**src/inc/csf_regs.svh**
```systemverilog
// Register offsets, bit positions, reset values and flag masks of the status flag register.
// Assumes inclusion by every design file that decodes the register or its fields.
`ifndef CSF_REGS_SVH
`define CSF_REGS_SVH

// Status register index within a bank; it is mirrored in all four banks
`define CSF_STATUS_IDX    7'h03
`define CSF_ADDR_W        9
`define CSF_BANK_OFS_W    7

// Field positions
`define CSF_BIT_IRP       7
`define CSF_BIT_RP1       6
`define CSF_BIT_RP0       5
`define CSF_BIT_TO        4
`define CSF_BIT_PD        3
`define CSF_BIT_Z         2
`define CSF_BIT_DC        1
`define CSF_BIT_C         0
`define CSF_BANK_HI       7
`define CSF_BANK_LO       5
`define CSF_FLAG_HI       2
`define CSF_BYTE_MSB      7
`define CSF_BYTE_LSB      0

// Reset value: bank bits clear, both reset-cause bits set, arithmetic flags cleared
`define CSF_STATUS_RST    8'h18
// Cleared value of the result and read registers; a missed read returns it too
`define CSF_DATA_ZERO     8'h00

// Which arithmetic flags an operation produces, as {zero, nibble carry, carry}
`define CSF_AFF_NONE      3'h0
`define CSF_AFF_ALL       3'h7
`define CSF_AFF_Z         3'h4
`define CSF_AFF_C         3'h1

`endif

```
**src/inc/csf_pkg.sv**
```systemverilog
// Types shared by the status flag register and its flag calculator.
// Assumes nothing beyond a SystemVerilog compiler.
package csf_pkg;

	typedef enum logic [3:0] {
		CSF_OP_NONE       = 4'h0,
		CSF_OP_MOVE_W     = 4'h1,
		CSF_OP_ADD        = 4'h2,
		CSF_OP_SUB        = 4'h3,
		CSF_OP_AND        = 4'h4,
		CSF_OP_IOR        = 4'h5,
		CSF_OP_XOR        = 4'h6,
		CSF_OP_COM        = 4'h7,
		CSF_OP_INC        = 4'h8,
		CSF_OP_DEC        = 4'h9,
		CSF_OP_CLEAR_FILE = 4'ha,
		CSF_OP_SWAP       = 4'hb,
		CSF_OP_ROT_LEFT   = 4'hc,
		CSF_OP_ROT_RIGHT  = 4'hd,
		CSF_OP_BIT_CLEAR  = 4'he,
		CSF_OP_BIT_SET    = 4'hf
	} csf_op_t;

endpackage : csf_pkg

```
**src/inc/csf_alu_if.sv**
```systemverilog
// Operands in, result and flags out, between the status register and its flag calculator.
// Assumes csf_pkg is compiled first.
`timescale 1ns/100ps
interface csf_alu_if;
	csf_pkg::csf_op_t op;
	logic [7:0]       a;
	logic [7:0]       b;
	logic             cin;
	logic [2:0]       bit_idx;
	logic [7:0]       result;
	logic [2:0]       flags;
	logic [2:0]       affect;

	modport req  (output op, a, b, cin, bit_idx, input result, flags, affect);
	modport calc (input op, a, b, cin, bit_idx, output result, flags, affect);
endinterface : csf_alu_if

```
**src/verilog/csf_alu_flags.sv**
```systemverilog
// Combinational result and flag calculator for one executed operation.
// Assumes operands are stable for the cycle; a is the working register, b the file or literal.
`timescale 1ns/100ps
`include "csf_regs.svh"
module csf_alu_flags (
	csf_alu_if.calc alu
);
	import csf_pkg::*;

	logic [8:0] sum9;
	logic [4:0] nib5;
	logic [7:0] res;
	logic [2:0] fl;
	logic [2:0] aff;

	always_comb begin
		sum9 = 9'h000;
		nib5 = 5'h00;
		res  = alu.b;
		fl   = 3'h0;
		aff  = `CSF_AFF_NONE;
		unique case (alu.op)
			CSF_OP_NONE: begin
				res = alu.b;
			end
			CSF_OP_MOVE_W: begin
				res = alu.a;
			end
			CSF_OP_ADD: begin
				nib5 = {1'b0, alu.a[3:0]} + {1'b0, alu.b[3:0]};
				sum9 = {1'b0, alu.a} + {1'b0, alu.b};
				res  = sum9[7:0];
				aff  = `CSF_AFF_ALL;
			end
			CSF_OP_SUB: begin
				// Two's complement add, so carries read as inverted borrows
				nib5 = {1'b0, alu.b[3:0]} + {1'b0, ~alu.a[3:0]} + 5'h01;
				sum9 = {1'b0, alu.b} + {1'b0, ~alu.a} + 9'h001;
				res  = sum9[7:0];
				aff  = `CSF_AFF_ALL;
			end
			CSF_OP_AND: begin
				res = alu.a & alu.b;
				aff = `CSF_AFF_Z;
			end
			CSF_OP_IOR: begin
				res = alu.a | alu.b;
				aff = `CSF_AFF_Z;
			end
			CSF_OP_XOR: begin
				res = alu.a ^ alu.b;
				aff = `CSF_AFF_Z;
			end
			CSF_OP_COM: begin
				res = ~alu.b;
				aff = `CSF_AFF_Z;
			end
			CSF_OP_INC: begin
				res = alu.b + 8'h01;
				aff = `CSF_AFF_Z;
			end
			CSF_OP_DEC: begin
				res = alu.b - 8'h01;
				aff = `CSF_AFF_Z;
			end
			CSF_OP_CLEAR_FILE: begin
				res = 8'h00;
				aff = `CSF_AFF_Z;
			end
			CSF_OP_SWAP: begin
				res = {alu.b[3:0], alu.b[7:4]};
			end
			CSF_OP_ROT_LEFT: begin
				res = {alu.b[6:0], alu.cin};
				fl[`CSF_BIT_C] = alu.b[7];
				aff = `CSF_AFF_C;
			end
			CSF_OP_ROT_RIGHT: begin
				res = {alu.cin, alu.b[7:1]};
				fl[`CSF_BIT_C] = alu.b[0];
				aff = `CSF_AFF_C;
			end
			CSF_OP_BIT_CLEAR: begin
				res = alu.b & ~(8'h01 << alu.bit_idx);
			end
			CSF_OP_BIT_SET: begin
				res = alu.b | (8'h01 << alu.bit_idx);
			end
		endcase
		if (aff == `CSF_AFF_ALL) begin
			fl[`CSF_BIT_DC] = nib5[4];
			fl[`CSF_BIT_C]  = sum9[8];
		end
		fl[`CSF_BIT_Z] = (res == 8'h00);
	end

	assign alu.result = res;
	assign alu.flags  = fl;
	assign alu.affect = aff;

endmodule : csf_alu_flags

```
**src/verilog/csf_status_reg.sv**
```systemverilog
// Processor status register: ALU flags, reset-cause bits and data-memory bank selection.
// Assumes the execution unit presents one retiring operation per cycle on the exec_ ports
// and that the reset-cause events come from logic on the same clock.
`timescale 1ns/100ps
`include "csf_regs.svh"

// What this block does
// - Status register may be the destination of any instruction like other file registers.
// - Flag-affecting operation writing status loads the flags it affects from flags; the other flags keep their value.
// - Software writes to watchdog-expiry and sleep-entry bits are ignored.
// - Clear-file on status zeroes bank bits, sets zero, keeps reset-cause and carries.
// - Subtraction gives carry as inverted borrow, nibble carry as inverted nibble borrow.
// - Top bit extends indirect addresses: set selects 100h-1FFh, clear 00h-FFh.
// - Same register answers at 03h, 83h, 103h and 183h.
// - One byte holds arithmetic flags, reset-cause bits and bank selection.
module csf_status_reg (
	input  wire logic             clk_sys,
	input  wire logic             srst,
	input  wire logic             exec_valid,
	input  wire csf_pkg::csf_op_t exec_op,
	input  wire logic [7:0]       exec_w,
	input  wire logic [7:0]       exec_src,
	input  wire logic [2:0]       exec_bit,
	input  wire logic             exec_dest_file,
	input  wire logic [8:0]       exec_dest_addr,
	input  wire logic [8:0]       rd_addr,
	input  wire logic             wdt_timeout_evt,
	input  wire logic             sleep_evt,
	input  wire logic             wdt_clear_evt,
	input  wire logic [6:0]       dir_offset,
	input  wire logic [7:0]       fsr_ptr,
	output logic      [7:0]       rd_data,
	output logic                  rd_hit,
	output logic      [7:0]       alu_result,
	output logic      [7:0]       status,
	output logic      [8:0]       dir_addr,
	output logic      [8:0]       ind_addr
);
	import csf_pkg::*;

	logic [7:0] status_ff;
	logic [7:0] nxt_status;
	logic [7:0] alu_result_ff;
	logic [7:0] rd_data_ff;
	logic       rd_hit_ff;
	logic       dest_hit;
	logic       rd_sel;
	logic       any_evt;

	csf_alu_if alu ();

	csf_alu_flags u_flags (
		.alu (alu)
	);

	assign alu.op      = exec_valid ? exec_op : CSF_OP_NONE;
	assign alu.a       = exec_w;
	assign alu.b       = exec_src;
	assign alu.cin     = status_ff[`CSF_BIT_C];
	assign alu.bit_idx = exec_bit;

	// Only the bank offset is decoded, so every bank sees the one register
	assign dest_hit = exec_valid && exec_dest_file &&
	                  (exec_dest_addr[`CSF_BANK_OFS_W-1:0] == `CSF_STATUS_IDX);
	assign rd_sel   = (rd_addr[`CSF_BANK_OFS_W-1:0] == `CSF_STATUS_IDX);
	assign any_evt  = wdt_timeout_evt || sleep_evt || wdt_clear_evt;

	always_comb begin
		nxt_status = status_ff;
		if (dest_hit) begin
			// Bank bits take the written data
			nxt_status[`CSF_BANK_HI:`CSF_BANK_LO] = alu.result[`CSF_BANK_HI:`CSF_BANK_LO];
		end
		for (int i = 0; i <= `CSF_FLAG_HI; i++) begin
			if (alu.affect[i]) begin
				nxt_status[i] = alu.flags[i];
			// Any flag-producing operation blocks the data write to all three flags
			end else if (dest_hit && (alu.affect == `CSF_AFF_NONE)) begin
				nxt_status[i] = alu.result[i];
			end
		end
		// Reset-cause bits move only on hardware events, never on data
		if (wdt_clear_evt) begin
			nxt_status[`CSF_BIT_TO] = 1'b1;
			nxt_status[`CSF_BIT_PD] = 1'b1;
		end
		if (sleep_evt) begin
			nxt_status[`CSF_BIT_TO] = 1'b1;
			nxt_status[`CSF_BIT_PD] = 1'b0;
		end
		// A time-out during sleep must still be visible, so it is applied last
		if (wdt_timeout_evt) begin
			nxt_status[`CSF_BIT_TO] = 1'b0;
		end
	end

	always_ff @(posedge clk_sys) begin
		if (srst) begin
			status_ff <= `CSF_STATUS_RST;
		end else begin
			status_ff <= nxt_status;
		end
	end

	// Held between operations so a late look at the result still sees it
	always_ff @(posedge clk_sys) begin
		if (srst) begin
			alu_result_ff <= `CSF_DATA_ZERO;
		end else if (exec_valid) begin
			alu_result_ff <= alu.result;
		end
	end

	// Read port: one cycle latency, zero when the address is not the status register
	always_ff @(posedge clk_sys) begin
		if (srst) begin
			rd_data_ff <= `CSF_DATA_ZERO;
			rd_hit_ff  <= 1'b0;
		end else begin
			rd_data_ff <= rd_sel ? status_ff : `CSF_DATA_ZERO;
			rd_hit_ff  <= rd_sel;
		end
	end

	assign rd_data    = rd_data_ff;
	assign rd_hit     = rd_hit_ff;
	assign alu_result = alu_result_ff;
	assign status     = status_ff;
	// Address extension is combinational so the same-cycle access uses current bank bits
	assign dir_addr   = {status_ff[`CSF_BIT_RP1], status_ff[`CSF_BIT_RP0], dir_offset};
	assign ind_addr   = {status_ff[`CSF_BIT_IRP], fsr_ptr};
endmodule : csf_status_reg

```
**config.mk**
```make
export PLATFORM = sky130hd
export DESIGN_NAME = csf_status_reg
export DESIGN_NICKNAME = d
export VERILOG_FILES = /design/src/inc/csf_pkg.sv /design/src/inc/csf_alu_if.sv /design/src/verilog/csf_alu_flags.sv /design/src/verilog/csf_status_reg.sv
export VERILOG_INCLUDE_DIRS = /design/src /design/src/inc
export SDC_FILE = /design/constraint.sdc
export NUM_CORES = 1
export LEC_CHECK = 0
export BUFFER_PORTS_ARGS = -buffer_cell sky130_fd_sc_hd__buf_2
export CORE_UTILIZATION = 50
export CTS_BUF_LIST = sky130_fd_sc_hd__clkbuf_4
export CTS_CLUSTER_DIAMETER = 30
export CTS_CLUSTER_SIZE = 24
export DETAILED_ROUTE_END_ITERATION = 10
export PLACE_DENSITY = 0.85
export RECOVER_POWER = 100
export SLEW_MARGIN = 10
export SYNTH_ARGS = -nofsm -noshare
export SYNTH_HDL_FRONTEND = slang
export SYNTH_SLANG_ARGS = --single-unit
```
**constraint.sdc**
```tcl
create_clock -name clk_sys -period 6.55 [get_ports clk_sys]
set_input_delay 0.3275 -clock clk_sys [delete_from_list [all_inputs] [get_ports clk_sys]]
set_output_delay 0.3275 -clock clk_sys [all_outputs]
set_load 0.02 [all_outputs]
```
Word level (Yosys, flattened, before mapping). Index checks and enable logic that the tools add are counted.

Add/subtract/negate cells: 8. Equal/unequal tests: 18. Shift operators: 1. Mux-type cells: 16. Bitwise logic cells: 10. Reduce and logical (&&, ||, !) cells: 15.

Operators with widths (count): $pmux W8 S16 (1); $eq A4 B4 Y1 const B (8); $not A8 Y8 (3); $add A8 B8 Y9 (2); $pmux W9 S2 (1); $and A8 B8 Y8 (2); $eq A4 B3 Y1 const B (4); $or A8 B8 Y8 (2); $eq A7 B2 Y1 const B (2); $add A4 B4 Y5 (2); $pmux W5 S2 (1); $add A9 B1 Y9 const B (1); $pmux W3 S3 (1); $add A8 B1 Y8 const B (1); $eq A4 B2 Y1 const B (2); $logic_not A8 Y1 (1); $reduce_bool A2 Y1 (4); $shl A1 B3 Y8 const A (1); $sub A8 B1 Y8 const B (1); $xor A8 B8 Y8 (1); $mux W1 (7); $reduce_or A7 Y1 (1); $mux W2 (3); $reduce_or A2 Y1 (3); 11 further kinds (13).

Register bits: 25. Input port bits: 63. Output and inout port bits: 43. Logic and storage cells: 77.

Depth between registers and ports, before layout. Gate-level depths: netlist of run 1.

Depth after elaboration: 8. Depth in mapped cells: 13. Mapped depth without buffers: 12.

Cells and area by module. Synthesis of run 1 repeated with hierarchy kept, for this count alone.

Cells, all modules: 467. Area total of the unflattened synthesis: 3425.8 µm².

Modules (own cells, without submodules): csf_alu_flags (times used 1, cells each 356, area an instance 2306.0 µm², sequential area each 0.0 µm²); csf_status_reg (times used 1, cells each 111, area an instance 1119.8 µm², sequential area each 500.5 µm²).

Worst setup path before layout of run 1. OpenSTA, ideal clock, no wires.

Path type: input to register. Start point: input exec_src[0]. End point: register status_ff[2], in the netlist status[2]. Library setup time: 0.059 ns. Arrival time: 2.723 ns. Required time: 6.491 ns. Path slack: 3.768 ns. Stages: 12. Path buffers: 1. Path through: clkbuf_1 inv_1 ha_1 inv_1 fa_1 mux2i_1 nor4_1 a2111oi_0 nor4bb_1 and3b_1 and4b_1 a41o_1.

Cells in the longest elaborated chain, start to end: 5. Elaborated cells on any way between the ends: 15. Classes of those cells: add/sub (5); mux (3); bitwise (6); reduce/logical (1).

Ends and longest elaborated chain: start, declared (line csf_status_reg.sv:22) `input wire logic [7:0] exec_src,`; $add A8 B8 Y9 (line csf_alu_flags.sv:38) `sum9 = {1'b0, alu.b} + {1'b0, ~alu.a} + 9'h001;`; $add A9 B1 Y9 (line csf_alu_flags.sv:38); $pmux W8 S16 (*) (line csf_alu_flags.sv:22) `unique case (alu.op)`; $logic_not A8 Y1 or $mux W1 (tied branches) (line csf_alu_flags.sv:94, csf_status_reg.sv:78); $mux W1 (*) (line csf_status_reg.sv:75) `if (alu.affect[i]) begin`; end signal, assigned (line csf_status_reg.sv:99) `` status_ff <= `CSF_STATUS_RST; ``; end signal, assigned (line csf_status_reg.sv:101) `status_ff <= nxt_status;`; end, declared (line csf_status_reg.sv:41) `logic [7:0] status_ff;`.

Every way passes the cells marked *; elsewhere a longest branch is shown, timed or not. The select of a mux whose other input is x is not followed. A chain may end at the register's enable or synchronous reset.

Worst setup path in the final report of run 1.
Start point: input exec_valid. End point: register status_ff[2], in the netlist status[2].

Cells in the longest elaborated chain, start to end: 7. Elaborated cells on any way between the ends: 30. Classes of those cells: eq/ne (15); mux (5); reduce/logical (10).

Ends and longest elaborated chain: start, declared (line csf_status_reg.sv:19) `input wire logic exec_valid,`; $mux W4 (line csf_status_reg.sv:56) `assign alu.op = exec_valid ? exec_op : CSF_OP_NONE;`; $eq A4 B3 Y1 (tied with other cells) (line csf_alu_flags.sv:22); $reduce_or A7 Y1 (no source line) or $reduce_or A2 Y1 (tied branches); $pmux W3 S3 (line csf_alu_flags.sv:22); $logic_not A3 Y1 (no source line); $logic_and A1 B1 Y1 (line csf_status_reg.sv:78) `` end else if (dest_hit && (alu.affect == `CSF_AFF_NONE)) begin ``; $reduce_bool A2 Y1 (no source line).

Parallel ways exist; a longest one is shown, timed or not. The select of a mux whose other input is x is not followed.

==> qor.txt, run 1 <==
Max-slew headroom = 15.41%
Post-synthesis cell type count = 76
Total vias in the final route = 3,738
Fin Setup TNS = 0 ns
Ports placed on the boundary = 106
Cell types with the highest counts after synthesis = 42 x sky130_fd_sc_hd__nor2_1, 40 x sky130_fd_sc_hd__nand2_1, 34 x sky130_fd_sc_hd__a21oi_1, 25 x sky130_fd_sc_hd__dfxtp_1, 24 x sky130_fd_sc_hd__o21ai_0
Min Tclk post-route = 4.006 ns
Type of element capturing the critical path = flop
Ant diodes = 0
Global placer's final weighted congestion = 1.024
Setup slack on the worst flop-to-flop path = 4.65 ns
Share of cells above drive strength 1 = 11.88%
Tcrit/Tclk final = 61.16%
Clock transition at the register clock pins on the worst setup and hold paths after CTS = 0.14 ns
Aggregate global routing overflow = 0
Worst hold path class = input pin to flop
Number of rows created at floorplan = 28
Die boundary height = 82.46 um
Most common cell in the synthesized netlist = sky130_fd_sc_hd__nor2_1
Placeable Area = 6096 um2
Buffer type at the clock tree root = sky130_fd_sc_hd__clkbuf_4
Antenna violations before repair = 0
Startpoint type of the worst setup path = input pin
Cell Area, Synth = 3237 um2
Max-capacitance violation count = 0
Fraction of registers with async set/reset = 0%
LEAKAGE = 1.320 nW
RSZ-0062 raised after global routing = no
Part of the Yosys area used for sequential elements = 15.46%
Mapped Nets = 539
Area fraction of the dominant cell type after synthesis = 15.46%
Synth area leader = sky130_fd_sc_hd__dfxtp_1
Final WL = 11.00 mm
Signal arrival time at the worst endpoint = 4.28 ns
DP Wirelength = 8.233 mm
Maximum count of clock buffers along a single path = 2
Mean area per synthesized cell = 7.083 um2
Prevailing post-synth register cell = sky130_fd_sc_hd__dfxtp_1
Number of buffers added on ports = 71
Peak fanout along the critical path = 28
Run status = finished clean
Largest net degree at the start of global routing = 32
Layout overhead on the synthesized area = 4.214%
Area of the multi-input gates = 2349 um2
Final Hold Vio Count = 0
Cell count after placement = 551
Initial cell density of the core = 53.10%
Total iterations of the first detailed-routing run = 5
Final-layout fill cell count = 616
Yosys warnings = 0
Number of DRC violations after detailed-routing iteration 0 = 518
Worst skew pair latency = 0.32 ns
Worst slew pin tran = 1.269 ns
Vias per cell = 6.735
Number of gates given a new drive strength after cts = 0
TritonCTS Buffers = 3
#FFs+latches synth = 25
Die W = 82.46 um
Die Area = 6800 um2
Post-Syn Instances = 457
Post-layout net count = 563
Global-route wire length before repair = 16.75 mm
Maximum frequency from static timing analysis = 0.2496 GHz
Max VDD drop = 131.6 uV
PwrDens = 125.7 nW/um2
Ranking of synthesized cells by area = sky130_fd_sc_hd__dfxtp_1 15%, sky130_fd_sc_hd__ha_1 6.6%, sky130_fd_sc_hd__a21oi_1 5.3%, sky130_fd_sc_hd__nor2_1 4.9%, sky130_fd_sc_hd__nand2_1 4.6%
Overall power of the completed layout = 0.4238 mW
Post-synth EDFFs = 0
Number of hold buffers added after CTS = 0
Htree depth = 1
TritonCTS clock tree = done
Final number of max-transition violations = 0
Number of global-route vias before repair = 3,321
Remaining DRCs = 0
Number of nets with antenna violations after detailed routing = 0
FF+latch area = 500.5 um2
Tot GR Track Use = 32.86%
Required time of the critical path = 6.82 ns
Total clock sinks = 25
Category of the most critical setup path = input pin to flop
Finished Layout Cells = 555
Total of endpoints with negative setup slack in the final report = 0
Wire length per cell = 19.82 um
Clock skew = 0.001616 ns
Post-CTS Setup Bufs = 0
## sequential cells by signal, indices dropped and copies added (netlist names)
signal	count
rd_data	8
alu_result	8
rd_hit	1
status	8
## logic make-up (layout without fill, tap and decap cells)
logic type / after synthesis / in the layout / share of synthesized area, %
adder cells (fa/ha/maj): 19 / 19 / 7.808
flip-flops: 25 / 25 / 15.46
buffers and inverters: 74 / 97 / 11.71
AO/OA/AOI/OAI: 147 / 147 / 31.50
XOR/XNOR: 3 / 3 / 0.8119
AND/OR/NAND/NOR: 179 / 179 / 29.61
multiplexers: 10 / 10 / 3.093
## placed cells by master, fill, tap and decap left out, drive strengths merged, types with 3 or more instances in the layout
cell     netlist  layout
buf           33      41
or4            5       5
o31ai          3       3
o21ai         29      29
or3            5       5
a211oi         6       6
mux2i         10      10
nor2b         12      12
or2            4       4
nand4b         4       4
a221oi         4       4
nand3         11      11
o21a           3       3
o22ai          6       6
o21bai         3       3
nor2          44      44
nor4           4       4
ha            17      17
a32oi          3       3
nor3          18      18
and3           4       4
nand2         40      40
inv           21      21
o221ai         6       6
and2          10      10
xnor2          3       3
o211ai         5       5
a2111oi        3       3
a21oi         34      34
dfxtp         25      25
clkbuf        20      35
nand2b         5       5
a22oi          7       7
a21o           6       6
## worst max-delay path: stages
cell                        delay [ns]
sky130_fd_sc_hd__clkbuf_1         0.91
sky130_fd_sc_hd__nand3_1          0.70
sky130_fd_sc_hd__nor2_1           0.29
sky130_fd_sc_hd__xnor2_1          0.14
sky130_fd_sc_hd__ha_1             0.24
sky130_fd_sc_hd__a2111oi_0        0.47
sky130_fd_sc_hd__nor4bb_1         0.59
sky130_fd_sc_hd__and3b_1          0.25
sky130_fd_sc_hd__and4b_1          0.19
sky130_fd_sc_hd__a41o_1           0.16
## per-layer routing
layer | GRT usage (%) | up-vias | wire, um
met3 | 8.242 | 38 | 1359
met2 | 51.24 | 262 | 4874
met1 | 43.63 | 1724 | 4449
met5 | 0 | - | 0
li1 | - | 1714 | -
met4 | 11.40 | 0 | 317
## stage by stage
stage / setup slack (ns) / hold WS, ns / area [um2] / utilization, %
3_3_place_gp: 2.892 / 0.4577 / 3393 / 55.67
6_report: 2.544 / 0.1811 / 3373 / 55.34
4_1_cts: 3.270 / 0.1818 / 3423 / 56.16
5_1_grt: 2.406 / 0.1767 / 3373 / 55.34
2_1_floorplan: 3.768 / 0.4295 / 3237 / -
3_5_place_dp: 2.958 / 0.4678 / 3393 / 55.67
## power breakdown
group          leakage (nW)  total (mW)  switching, mW  internal (mW)
Sequential            0.204       0.161        0.00329          0.157
Combinational          1.10       0.189          0.123         0.0660
Clock                0.0184      0.0744         0.0464         0.0280
Total                  1.32       0.424          0.172          0.251
## area by class of cell
cell class	count	area share, %
multi-input cells	358	69.62
flip-flops and latches	25	14.84
repair buffers	72	9.533
well taps	75	2.782
inverters	21	2.337
clock buffers	4	0.8902
## worst paths after layout
path	start	endpoint	cells past startpoint
max reg2reg	status[0]	status[2]	6
min	wdt_timeout_evt	status[4]	2
max	exec_valid	status[2]	10
min reg2reg	alu_result[4]	alu_result[4]	2
Power figures use the tool's default switching activity.
==> inputs of run 2 (changes only) <==
--- a/config.mk
+++ b/config.mk
@@ -7,7 +7,7 @@
 export NUM_CORES = 1
 export LEC_CHECK = 0
 export BUFFER_PORTS_ARGS = -buffer_cell sky130_fd_sc_hd__buf_2
-export CORE_UTILIZATION = 50
+export CORE_UTILIZATION = 48
 export CTS_BUF_LIST = sky130_fd_sc_hd__clkbuf_4
 export CTS_CLUSTER_DIAMETER = 30
 export CTS_CLUSTER_SIZE = 24
==> constraint.sdc (replaced) <==
create_clock -name clk_sys -period 3.4 [get_ports clk_sys]
set_input_delay 0.17 -clock clk_sys [delete_from_list [all_inputs] [get_ports clk_sys]]
set_output_delay 0.17 -clock clk_sys [all_outputs]
set_load 0.02 [all_outputs]
==> qor.txt, run 2 (synthesized netlist as in run 1, its figures left out) <==
Worst skew pair latency = 0.34 ns
Number of DRC violations after detailed-routing iteration 0 = 522
Hold slack final = 0.002121 ns
Failing checks = DRC
Tcrit/Tclk final = 86.62%
Total clock sinks = 25
Worst slew pin tran = 1.093 ns
Total vias in the final route = 3,785
Global-route wire length before repair = 18.08 mm
Die boundary height = 84.12 um
Global placer's final weighted congestion = 0.9911
Total of endpoints with negative setup slack in the final report = 0
Maximum count of clock buffers along a single path = 2
Tot GR Track Use = 32.05%
Antenna violations before repair = 0
Largest net degree at the start of global routing = 27
Clock skew = 0.003545 ns
Maximum frequency from static timing analysis = 0.3396 GHz
GR Layer Usage met1 = 44.29%
Startpoint type of the worst setup path = input pin
Clock transition at the register clock pins on the worst setup and hold paths after CTS = 0.15 ns
Switching part of the total = 42.17%
Number of gates given a new drive strength after cts = 0
Share of cells above drive strength 1 = 13.62%
Cells along the critical path = clkbuf_1 > clkbuf_1 > or2_0 > o31ai_1 > or4_1 > or3_1 > a311oi_1 > nor2_1 > mux2i_1 > nor2_1
Cell at the slowest stage of the critical path = sky130_fd_sc_hd__clkbuf_1
Max VDD drop = 179.6 uV
Worst hold path class = input pin to flop
Relative contribution of sequential cells to total power = 37.2%
Ports placed on the boundary = 106
Final Hold Vio Count = 0
Cell internal power dissipation = 0.4814 mW
GRT met3 Usage = 4.352%
Vias per cell = 6.652
Initial cell density of the core = 50.40%
Number of rows created at floorplan = 29
Most common cell after layout, fill and taps aside = sky130_fd_sc_hd__nor2_1
Ant diodes = 0
Aggregate global routing overflow = 0
Clk network pwr share = 17.5%
RSZ-0062 raised after global routing = no
Required time of the critical path = 3.62 ns
Min Tclk post-route = 2.945 ns
TritonCTS Buffers = 3
Part of the total power dissipated in combinational logic = 45.2%
Run status = finished with violations
Final-layout fill cell count = 626
Number of nets with antenna violations after detailed routing = 0
TritonCTS clock tree = done
Signal arrival time at the worst endpoint = 3.17 ns
Peak fanout along the critical path = 18
Type of element capturing the critical path = flop
Number of hold buffers added after CTS = 0
Most used routing layer in global routing = met2
Fin Setup TNS = 0 ns
Number of buffers added on ports = 71
Die Area = 7076 um2
Utilization after layout = 53.81%
DP Wirelength = 8.679 mm
Routing usage on met2 = 50.67%
Post-layout net count = 575
Remaining DRCs = 3
Max-capacitance violation count = 0
LEAKAGE = 1.369 nW
Htree depth = 1
Placeable Area = 6422 um2
Max-slew headroom = 26.49%
Commonest non-fill, non-tap cells in the layout = 42 x sky130_fd_sc_hd__nor2_1, 41 x sky130_fd_sc_hd__buf_2, 40 x sky130_fd_sc_hd__nand2_1, 34 x sky130_fd_sc_hd__a21oi_1, 32 x sky130_fd_sc_hd__clkbuf_1
Number of global-route vias before repair = 3,563
Layout overhead on the synthesized area = 6.764%
Total iterations of the first detailed-routing run = 9
Post-CTS Setup Bufs = 0
Buffer type at the clock tree root = sky130_fd_sc_hd__clkbuf_4
PwrDens = 240.9 nW/um2
Wire length per cell = 19.94 um
Final WL = 11.35 mm
Psw = 0.3511 mW
Final number of max-transition violations = 0
Category of the most critical setup path = input pin to flop
Die W = 84.12 um
Stage delay of the slowest cell on the critical path = 0.63 ns
run 2: cell types whose count changed in the layout (fill, tap and decap cells not counted), sizes merged:
cell / before / now
buf: 41 / 52
clkinvlp: 0 / 1
run 2: final cells by class:
type | count | area (um2) | share of cell area [%]
clock buffer | 3 | 22.52 | 0.6517
inverter | 21 | 78.83 | 2.281
tap | 77 | 96.34 | 2.788
clock inverter | 1 | 7.507 | 0.2172
timing repair buffer | 84 | 407.9 | 11.80
multi-input combinational | 358 | 2342 | 67.78
sequential | 25 | 500.5 | 14.48
run 2: metal layers:
| layer | wire, um | share of wire (%) | vias to the layer above |
|---|---|---|---|
| met5 | 0 | 0 | - |
| met4 | 357 | 3.1 | 0 |
| met3 | 1220 | 11 | 36 |
| met2 | 5112 | 45 | 276 |
| met1 | 4656 | 41 | 1729 |
| li1 | - | - | 1744 |
run 2: power by group through the flow:
stage	Combinational [mW]	Sequential, mW	Clock [mW]
floorplan	0.264	0.327	0
global placement	0.362	0.315	0
detailed placement	0.369	0.316	0
CTS	0.370	0.309	0.144
global route	0.406	0.311	0.156
finish	0.377	0.310	0.146
run 2: final timing paths:
path,from,to,slack (ns),cells after the start
setup / recovery,exec_op[3],status[5],0.45,10
setup reg to reg,status[0],status[2],1.72,6
hold / removal,sleep_evt,status[3],0.002,2
hold reg to reg,alu_result[4],alu_result[4],0.48,2
run 2: worst max-delay path, delay by kind of cell:
family | cells | cell delay [ns]
simple gates | 5 | 1.37
buf+inv | 2 | 1.00
compound gates | 2 | 0.47
mux | 1 | 0.16
run 2: through the flow:
step	cells	instance area, um2	setup WS (ns)	total power, mW
after global routing	569	3456	0.3005	0.8734
after floorplan	457	3237	0.7757	0.5906
after global placement	565	3486	0.5247	0.6770
final	569	3456	0.4550	0.8325
after detailed placement	565	3486	0.4364	0.6844
after CTS	569	3516	0.7942	0.8230
==> inputs of run 3 (changes only) <==
--- a/config.mk
+++ b/config.mk
@@ -7,6 +7,7 @@
 export NUM_CORES = 1
 export LEC_CHECK = 0
 export BUFFER_PORTS_ARGS = -buffer_cell sky130_fd_sc_hd__buf_2
+export CORE_ASPECT_RATIO = 1.2
 export CORE_UTILIZATION = 48
 export CTS_BUF_LIST = sky130_fd_sc_hd__clkbuf_4
 export CTS_CLUSTER_DIAMETER = 30
==> qor.txt, run 3 (synthesized netlist as in run 1, its figures left out) <==
RSZ-0062 raised after global routing = no
Number of global-route vias before repair = 3,483
Clock skew = 0.008135 ns
TritonCTS clock tree = done
Type of element capturing the critical path = flop
Aggregate global routing overflow = 0
Run status = finished clean
Largest net degree at the start of global routing = 23
Die Area = 7077 um2
Maximum count of clock buffers along a single path = 2
Tot GR Track Use = 30.73%
Worst Min Path Start = wdt_timeout_evt
Htree depth = 1
Worst slew pin tran = 1.090 ns
Total iterations of the first detailed-routing run = 5
Final number of max-transition violations = 0
Global-route wire length before repair = 17.31 mm
Launch point of the critical path = exec_valid
Category of the most critical setup path = input pin to flop
Clock transition at the register clock pins on the worst setup and hold paths after CTS = 0.13 ns
Wire length per cell = 18.84 um
Number of rows created at floorplan = 32
Tcrit/Tclk final = 87.41%
Number of DRC violations after detailed-routing iteration 0 = 310
Number of nets with antenna violations after detailed routing = 0
Max-capacitance violation count = 0
Fin Setup TNS = 0 ns
Final-layout fill cell count = 688
Area of the multi-input gates = 2342 um2
Total of endpoints with negative setup slack in the final report = 0
Initial cell density of the core = 49.90%
Max-slew headroom = 26.69%
FF+latch area = 500.5 um2
PwrDens = 233.2 nW/um2
Buffer type at the clock tree root = sky130_fd_sc_hd__clkbuf_4
Share of cells above drive strength 1 = 13.11%
Global placer's final weighted congestion = 1.068
Final WL = 10.79 mm
Antenna violations before repair = 0
Final WS setup = 0.4281 ns
Total vias in the final route = 3,694
Finished Layout Cells = 573
Total clock sinks = 25
DP Worst Slack = 0.3613 ns
Max VDD drop = 172.4 uV
Crit Reg-Reg Startpoint = status[0]
Die W = 76.97 um
Remaining DRCs = 0
Placeable Area = 6486 um2
Ports placed on the boundary = 106
Number of buffers added on ports = 71
Final Hold Vio Count = 0
Worst hold path class = input pin to flop
Post-layout net count = 571
LEAKAGE = 1.357 nW
Startpoint type of the worst setup path = input pin
Required time of the critical path = 3.62 ns
Most common cell after layout, fill and taps aside = sky130_fd_sc_hd__nor2_1
Commonest non-fill, non-tap cells in the layout = 42 x sky130_fd_sc_hd__nor2_1, 41 x sky130_fd_sc_hd__buf_2, 40 x sky130_fd_sc_hd__nand2_1, 34 x sky130_fd_sc_hd__a21oi_1, 31 x sky130_fd_sc_hd__clkbuf_1
Min Tclk post-route = 2.972 ns
Signal arrival time at the worst endpoint = 3.20 ns
Layout overhead on the synthesized area = 6.185%
Cell count after placement = 569
Post-CTS Setup Bufs = 0
Maximum frequency from static timing analysis = 0.3365 GHz
TritonCTS Buffers = 3
Number of gates given a new drive strength after cts = 0
DP Wirelength = 8.345 mm
Die boundary height = 91.96 um
Number of hold buffers added after CTS = 0
Worst skew pair latency = 0.31 ns
Peak fanout along the critical path = 13
Vias per cell = 6.447
Ant diodes = 0
[run 3: cell count changes in the layout (fill, tap and decap cells not counted), sizes merged]
cell / before / now
clkinv: 0 / 1
buf: 52 / 49
clkinvlp: 1 / 0
clkbuf: 35 / 34
[run 3: path summary, 6_finish.rpt]
check | endpoint | slack, ns | cells past startpoint
max | status[2] | 0.43 | 8
min | status[4] | 0.04 | 2
max reg2reg | status[2] | 1.73 | 6
min reg2reg | alu_result[4] | 0.49 | 2
[run 3: cell type report]
class                           instances  share of cell area, %
Timing Repair Buffer                   80                  11.10
Clock buffer                            3                 0.6553
Multi-Input combinational cell        358                  68.15
Sequential cell                        25                  14.56
Tap cell                               85                  3.094
Clock inverter                          1                 0.1456
Inverter                               21                  2.293
[run 3: critical path: stages]
cell,delay [ns]
sky130_fd_sc_hd__clkbuf_1,0.42
sky130_fd_sc_hd__inv_1,0.42
sky130_fd_sc_hd__nor3b_1,0.98
sky130_fd_sc_hd__nor3_1,0.15
sky130_fd_sc_hd__o2111ai_1,0.40
sky130_fd_sc_hd__and3b_1,0.23
sky130_fd_sc_hd__and4b_1,0.20
sky130_fd_sc_hd__a41o_1,0.22
[run 3: power by group]
group | internal [mW] | leakage (nW) | total, mW | switching (mW)
clock | 0.0440 | 0.0177 | 0.124 | 0.0805
combinational | 0.131 | 1.14 | 0.367 | 0.236
sequential | 0.303 | 0.204 | 0.310 | 0.00674
[run 3: per-stage QoR]
stage	area [um2]	hold slack (ns)	util (%)	power, mW
floorplan	3237	0.2720	-	0.5906
global placement	3466	0.3401	53.43	0.6691
detailed placement	3466	0.3401	53.43	0.6785
CTS	3493	0.03862	53.86	0.8018
global route	3437	0.02127	52.99	0.8541
finish	3437	0.04078	52.99	0.8016
[run 3: per-layer routing]
layer / vias up / track usage (%) / share of wire [%]
li1: 1733 / - / -
met1: 1691 / 34.75 / 38
met2: 224 / 55.43 / 49
met3: 46 / 3.682 / 8.5
met4: 0 / 16.83 / 4.8
met5: - / 0 / 0
